## config.mk

```make
export PLATFORM = sky130hd
export DESIGN_NAME = port_priority_tag_control
export DESIGN_NICKNAME = d
export VERILOG_FILES = /design/src/hdl/port_ctrl_pkg.sv /design/src/hdl/port_priority_tag_control.sv /design/src/hdl/priority_classifier.sv /design/src/hdl/egress_tag_ctrl.sv
export SDC_FILE = /design/constraint.sdc
export NUM_CORES = 1
export LEC_CHECK = 0
export BUFFER_PORTS_ARGS = -buffer_cell sky130_fd_sc_hd__buf_4
export CAP_MARGIN = 40
export CORE_MARGIN = 10
export CORE_UTILIZATION = 40
export CTS_CLUSTER_DIAMETER = 60
export DETAILED_ROUTE_END_ITERATION = 16
export GPL_TIMING_DRIVEN = 0
export PLACE_DENSITY = 0.81
export SYNTH_ARGS = -nofsm -noshare
export SYNTH_HDL_FRONTEND = slang
export SYNTH_SLANG_ARGS = --single-unit
```

## constraint.sdc

```tcl
create_clock -name clock_i -period 2.5 [get_ports clock_i]
set_input_delay 0.125 -clock clock_i [delete_from_list [all_inputs] [get_ports clock_i]]
set_output_delay 0.125 -clock clock_i [all_outputs]
set_load 0.01 [all_outputs]
```

## src/hdl/port_ctrl_pkg.sv

```systemverilog
// Package for the per-port ingress/egress control block.
// Assumes a 16-bit control register reached over a 32-bit Avalon-MM slave.
package port_ctrl_pkg;
   // ****************************************
   // Register map
   // ****************************************
   localparam logic [3:0] CTRL_REG_OFFSET = 4'h0;
   localparam logic [3:0] STATUS_REG_OFFSET = 4'h4;
   localparam logic [15:0] CTRL_RESET = 16'h0000;
   localparam logic [15:0] CTRL_WRITE_MASK = 16'h00ff;
   // ****************************************
   // Field positions
   // ****************************************
   localparam int STORM_EN_BIT = 7;
   localparam int DSCP_EN_BIT = 6;
   localparam int DOT1P_EN_BIT = 5;
   localparam int PORT_PRI_HI = 4;
   localparam int PORT_PRI_LO = 3;
   localparam int TAG_INS_BIT = 2;
   localparam int TAG_REM_BIT = 1;
   localparam int MULTI_Q_BIT = 0;
   localparam logic [31:0] UNMAPPED_READ = 32'h0000_0000;

   typedef enum logic [1:0] {
      BUS_IDLE = 2'b00,
      BUS_ACK = 2'b01
   } bus_state_t;
endpackage

```

## src/hdl/port_priority_tag_control.sv

```systemverilog
// Per-port ingress/egress control register with its decisions.
// Assumes an Avalon-MM master on clock_i and a datapath that offers one
// packet decision at a time; all decision outputs are registered.
//
// Functional notes
// - Bit 7 enables broadcast storm protection.
// - Bit 6 enables DiffServ priority classification.
// - Bit 5 enables 802.1p priority classification.
// - Bits 4-3 give fallback port priority 0..3.
// - DiffServ and 802.1p results ORed override port.
// - Bit 2 tags untagged packets with ingress VID.
// - Already tagged packets get no extra tag.
// - Bit 1 strips tags from tagged packets.
// - Untagged packets pass unmodified under removal.
// - Bit 0 splits output into four queues.
// - Bit 0 clear gives one undifferentiated queue.
//
// The Avalon-MM slave port is this design's own decision.
`timescale 1ns/1ns
module port_priority_tag_control
   import port_ctrl_pkg::*;
(
   input wire logic clock_i,
   input wire logic rst_i,
   input wire logic ce_i,
   // Avalon-MM slave
   input wire logic [3:0] address_i,
   input wire logic read_i,
   input wire logic write_i,
   input wire logic [31:0] writedata_i,
   input wire logic [3:0] byteenable_i,
   output logic [31:0] readdata_o,
   output logic waitrequest_o,
   // Ingress classification inputs
   input wire logic pkt_valid_i,
   input wire logic dscp_valid_i,
   input wire logic [1:0] dscp_pri_i,
   input wire logic dot1p_valid_i,
   input wire logic [1:0] dot1p_pri_i,
   input wire logic rx_tagged_i,
   input wire logic [11:0] ingress_vid_i,
   // Decisions
   output logic storm_protect_o,
   output logic dec_valid_o,
   output logic [1:0] pri_o,
   output logic [1:0] queue_o,
   output logic add_tag_o,
   output logic strip_tag_o,
   output logic [11:0] tag_vid_o
);
   // ****************************************
   // State
   // ****************************************
   typedef struct packed {
      bus_state_t bus;
      logic [15:0] ctrl;
      logic [31:0] rdata;
      logic dec_valid;
      logic [1:0] pri;
      logic [1:0] queue;
      logic add_tag;
      logic strip_tag;
      logic [11:0] tag_vid;
      logic [7:0] pkt_count;
   } state_t;

   state_t state_r;
   state_t state_nxt;
   logic [1:0] cls_pri;
   logic cls_add;
   logic cls_strip;
   logic [1:0] cls_queue;

   function automatic logic [15:0] merge_bytes(input logic [15:0] old_v,
                                               input logic [31:0] wd,
                                               input logic [3:0] be);
      logic [15:0] v;
      v = old_v;
      if (be[0]) begin
         v[7:0] = wd[7:0];
      end
      if (be[1]) begin
         v[15:8] = wd[15:8];
      end
      // Upper byte is reserved and stays zero
      return v & CTRL_WRITE_MASK;
   endfunction

   // ****************************************
   // Decision logic
   // ****************************************
   priority_classifier u_cls (
      .dscp_en_i(state_r.ctrl[DSCP_EN_BIT]),
      .dot1p_en_i(state_r.ctrl[DOT1P_EN_BIT]),
      .port_pri_i(state_r.ctrl[PORT_PRI_HI:PORT_PRI_LO]),
      .dscp_valid_i(dscp_valid_i),
      .dscp_pri_i(dscp_pri_i),
      .dot1p_valid_i(dot1p_valid_i),
      .dot1p_pri_i(dot1p_pri_i),
      .pri_o(cls_pri)
   );

   egress_tag_ctrl u_egr (
      .tag_ins_en_i(state_r.ctrl[TAG_INS_BIT]),
      .tag_rem_en_i(state_r.ctrl[TAG_REM_BIT]),
      .multi_q_en_i(state_r.ctrl[MULTI_Q_BIT]),
      .rx_tagged_i(rx_tagged_i),
      .pri_i(cls_pri),
      .add_tag_o(cls_add),
      .strip_tag_o(cls_strip),
      .queue_o(cls_queue)
   );

   // ****************************************
   // Next state
   // ****************************************
   always_comb begin
      state_nxt = state_r;
      state_nxt.dec_valid = 1'b0;
      if (pkt_valid_i) begin
         state_nxt.dec_valid = 1'b1;
         state_nxt.pri = cls_pri;
         state_nxt.queue = cls_queue;
         state_nxt.add_tag = cls_add;
         state_nxt.strip_tag = cls_strip;
         // Inserted tag carries the ingress port VID
         state_nxt.tag_vid = ingress_vid_i;
         state_nxt.pkt_count = state_r.pkt_count + 8'h01;
      end
      case (state_r.bus)
         BUS_IDLE: begin
            if (write_i) begin
               if (address_i == CTRL_REG_OFFSET) begin
                  state_nxt.ctrl = merge_bytes(state_r.ctrl, writedata_i, byteenable_i);
               end
               state_nxt.bus = BUS_ACK;
            end else if (read_i) begin
               case (address_i)
                  CTRL_REG_OFFSET: begin
                     state_nxt.rdata = {16'h0000, state_r.ctrl};
                  end
                  STATUS_REG_OFFSET: begin
                     state_nxt.rdata = {16'h0000, state_r.pkt_count,
                                        2'h0, state_r.queue, state_r.pri,
                                        state_r.add_tag, state_r.strip_tag};
                  end
                  default: begin
                     state_nxt.rdata = UNMAPPED_READ;
                  end
               endcase
               state_nxt.bus = BUS_ACK;
            end
         end
         BUS_ACK: begin
            state_nxt.bus = BUS_IDLE;
         end
         default: begin
            state_nxt.bus = BUS_IDLE;
         end
      endcase
   end

   always_ff @(posedge clock_i) begin
      if (rst_i) begin
         state_r <= '{bus: BUS_IDLE, ctrl: CTRL_RESET, rdata: 32'h0000_0000,
                      dec_valid: 1'b0, pri: 2'h0, queue: 2'h0, add_tag: 1'b0,
                      strip_tag: 1'b0, tag_vid: 12'h000, pkt_count: 8'h00};
      end else if (ce_i) begin
         state_r <= state_nxt;
      end
   end

   // ****************************************
   // Outputs
   // ****************************************
   // Wait one cycle so read data comes from a flip-flop; a frozen clock
   // enable must not complete a request that was never taken
   assign waitrequest_o = (read_i | write_i) & ~((state_r.bus == BUS_ACK) & ce_i);
   assign readdata_o = state_r.rdata;
   assign storm_protect_o = state_r.ctrl[STORM_EN_BIT];
   assign dec_valid_o = state_r.dec_valid;
   assign pri_o = state_r.pri;
   assign queue_o = state_r.queue;
   assign add_tag_o = state_r.add_tag;
   assign strip_tag_o = state_r.strip_tag;
   assign tag_vid_o = state_r.tag_vid;
endmodule

```

## src/hdl/priority_classifier.sv

```systemverilog
// Ingress priority classifier for one port.
// Assumes DSCP and 802.1p mapped priorities come from outside logic.
`timescale 1ns/1ns
module priority_classifier
   import port_ctrl_pkg::*;
(
   input wire logic dscp_en_i,
   input wire logic dot1p_en_i,
   input wire logic [1:0] port_pri_i,
   input wire logic dscp_valid_i,
   input wire logic [1:0] dscp_pri_i,
   input wire logic dot1p_valid_i,
   input wire logic [1:0] dot1p_pri_i,
   output logic [1:0] pri_o
);
   logic use_dscp;
   logic use_dot1p;
   always_comb begin
      use_dscp = dscp_en_i & dscp_valid_i;
      use_dot1p = dot1p_en_i & dot1p_valid_i;
      if (use_dscp | use_dot1p) begin
         // Both sources OR together and override the port value
         pri_o = (use_dscp ? dscp_pri_i : 2'h0) | (use_dot1p ? dot1p_pri_i : 2'h0);
      end else begin
         pri_o = port_pri_i;
      end
   end
endmodule

```

## src/hdl/egress_tag_ctrl.sv

```systemverilog
// Egress tag and queue decision for one port.
// Assumes tag state and VID of the ingress port come from the datapath.
`timescale 1ns/1ns
module egress_tag_ctrl
   import port_ctrl_pkg::*;
(
   input wire logic tag_ins_en_i,
   input wire logic tag_rem_en_i,
   input wire logic multi_q_en_i,
   input wire logic rx_tagged_i,
   input wire logic [1:0] pri_i,
   output logic add_tag_o,
   output logic strip_tag_o,
   output logic [1:0] queue_o
);
   always_comb begin
      add_tag_o = tag_ins_en_i & ~rx_tagged_i;
      strip_tag_o = tag_rem_en_i & rx_tagged_i;
      queue_o = multi_q_en_i ? pri_i : 2'h0;
   end
endmodule

```

==> results_dict.tcl <==
set metrics [dict create \
    clkTransAtPathRegs_ns 0.09 \
    grt_pass1_vias 2262 \
    grt_pass1_wl_mm 10.8 \
    hold_path_class "input port to flop" \
    antenna_found_initial 0 \
    synth_seq_area_share_pct 40.3 \
    synth_cell_type_count 35 \
    core_area_sq_mm 0.00631 \
    synth.cell_area_sq_mm 0.00258 \
    grt_setup_unrepaired "false" \
    finalCritPeriodShare_pct 58.9 \
    drc_errors 0 \
    rows 29 \
    ant_nets 0 \
    start_util_pct 40.9 \
    yosys_warnings 0 \
    slew_viol_final 0 \
    io_buffer_count 72 \
    timing.rr.start "state_r[0]" \
    r2r.worst_path.cells 4 \
    maxCapViolations 0 \
    layout_setup_ws_ns 1.03 \
    fin_skew_ns 0.00531 \
    min_period_ns 1.47 \
    max-slew-margin-rel_pct 59.4 \
    setup_viol 0 \
    layout-drive-gt1-share_pct 38.0 \
    wirelength_mm 6.60 \
    netlist_instances 302 \
    regToRegEndpoint "state_r[6]" \
    p_leak_nw 1.48 \
    dp_slack_ns 1.05 \
    avgSynthCellArea_sq_um 8.56 \
    worst_pin_slew_ns 0.604 \
    gp_congestion 0.775 \
    layout_common_cells "123 x buf_4, 52 x dfxtp_1, 47 x nand2_1" \
    whs_ns 0.0564 \
    cts_made_buffers 5 \
    fill_cells 634 \
    hold_buffers 0 \
    crit_path_max_fanout 5 \
    die_h_um 100 \
    timing.fmax_mhz 679 \
    htreeDepth 2 \
    drt_iter0_drc 127 \
    path_class "flop to flop" \
    diodes 0 \
    hold_start "ingress_vid_i[11]" \
    layout.nets 462 \
    crit_arrival_ns 1.68 \
    required_ns 2.71 \
    cts_post_setup_buffers_inserted 0 \
    hold_depth 3 \
    cts_buffer_depth 2 \
    cts_root_buf "clkbuf_8" \
    grt-ovfl-total 0 \
    avgViaCountPerCell 4.73 \
    r2r_setup_slack_ns 1.03 \
    postCtsResizedCells 0 \
    cts_tree "built" \
    areaGrowthSynthToFinish_pct 31.5 \
    hold_viol_final 0 \
    dr_total_vias 2242 \
    tns_ns 0 \
    critPathLaunchType "flop" \
    p_per_area_mw_per_mm2 494 \
    peakVddDrop_mv 0.286 \
    layout_commonest_cell "buf_4" \
    wl_per_cell_um 13.9 \
    grt_max_degree 17 \
    dpl.hpwl_mm 5.31 \
    ys_seq_elements 52 \
    grt.total_usage_pct 13.0 \
    cp-end-kind "flop" \
    synth.area.top_cells "dfxtp_1 40%, buf_4 15%, a21oi_1 7.2%" \
    ios 118 \
    synth_top_area_share_pct 40.3 \
    die_width_um 100 \
    hold_end "tag_vid_o[11]" \
    drt_pass1_iterations 6 \
    dieArea_sq_mm 0.0101 \
    status "completed" \
    clock_latency_ns 0.31 \
    synth_area_leader_cell "dfxtp_1" \
    clock_sinks 52 \
]
how the worst max path moves through the flow:
stage,cells past startpoint,endpoint,slack (ns),startpoint
CTS,4,state_r[6],1.03,state_r[0]
detailed placement,4,state_r[6],1.05,state_r[0]
floorplan,4,state_r[6],1.18,state_r[0]
global route,5,readdata_o[12],0.92,state_r[75]
global placement,4,state_r[6],1.09,state_r[0]
finish,4,state_r[6],1.03,state_r[0]
per-stage QoR:
stage / total power [mW] / cells / utilization (%) / cell area [sq um]
2_1_floorplan: 0.992 / 317 / - / 2640
3_3_place_gp: 1.08 / 466 / 51.9 / 3280
3_5_place_dp: 1.09 / 466 / 51.9 / 3280
4_1_cts: 1.69 / 474 / 53.8 / 3400
5_1_grt: 1.74 / 474 / 53.8 / 3400
6_report: 1.68 / 474 / 53.8 / 3400
critical path, cell delays in order (launching register included):
cell,delay [ns]
dfxtp_1,0.44
ha_1,0.20
inv_1,0.05
nor4_1,0.32
mux2_2,0.37
cell type report:
cell class              instances  area (sq um)  area share (%)
repair buffers                 72           541            15.9
clock buffers                   6          82.6            2.43
flip-flops and latches         52          1040            30.6
multi-input cells             198          1130            33.1
well taps                      77          96.3            2.84
inverters                       2          7.51           0.221
clock inverters                 2          38.8            1.14
plain buffers                  65           465            13.7
where the power goes:
group / switching (mW) / leakage, nW / total [mW] / internal, mW
Clock: 0.283 / 0.0614 / 0.611 / 0.328
Sequential: 0.0109 / 0.421 / 0.854 / 0.843
Combinational: 0.0999 / 1.00 / 0.213 / 0.113
Total: 0.394 / 1.48 / 1.68 / 1.28
metal layers:
layer | track usage, % | wire length [um] | vias to the layer above
li1 | - | - | 1139
met5 | 0 | 0 | -
met2 | 23.0 | 3390 | 71
met1 | 14.0 | 2640 | 1024
met3 | 4.53 | 471 | 8
met4 | 4.46 | 95 | 0
kinds of logic (layout without fill, tap and decap cells):
group | Yosys count | in the layout | share of synthesized area (%)
AO/OA/AOI/OAI | 48 | 48 | 9.88
XOR/XNOR | 2 | 2 | 0.678
adder cells (fa/ha/maj) | 1 | 1 | 0.484
buffers and inverters | 67 | 147 | 18.3
flip-flops | 52 | 52 | 40.3
multiplexers | 16 | 16 | 6.59
other | 1 | 16 | 0.145
AND/OR/NAND/NOR | 115 | 115 | 23.6
cell usage after synthesis, drive strengths merged:
master   number
clkbuf        7
nor4b         1
nor4          3
inv           2
nor2b         3
nand2        47
conb          1
and2          2
mux2          8
dfxtp        52
ha            1
nand3        20
a21oi        37
nor3          1
nand4         1
xnor2         2
and4          1
and4bb        1
a22oi         1
nand2b       18
a211oi        2
nand3b        3
mux2i         8
or3           3
and3          2
nand4bb       1
buf          58
o21ai         6
nor2          7
a221oi        2
or2           1
state kept, by name, summed over array words and instances, names as in the netlist:
name             flops
tag_vid_o           12
queue_o              2
readdata_o          16
strip_tag_o          1
storm_protect_o      1
dec_valid_o          1
pri_o                2
state_r             16
add_tag_o            1
(Power assumes the default switching activity.)
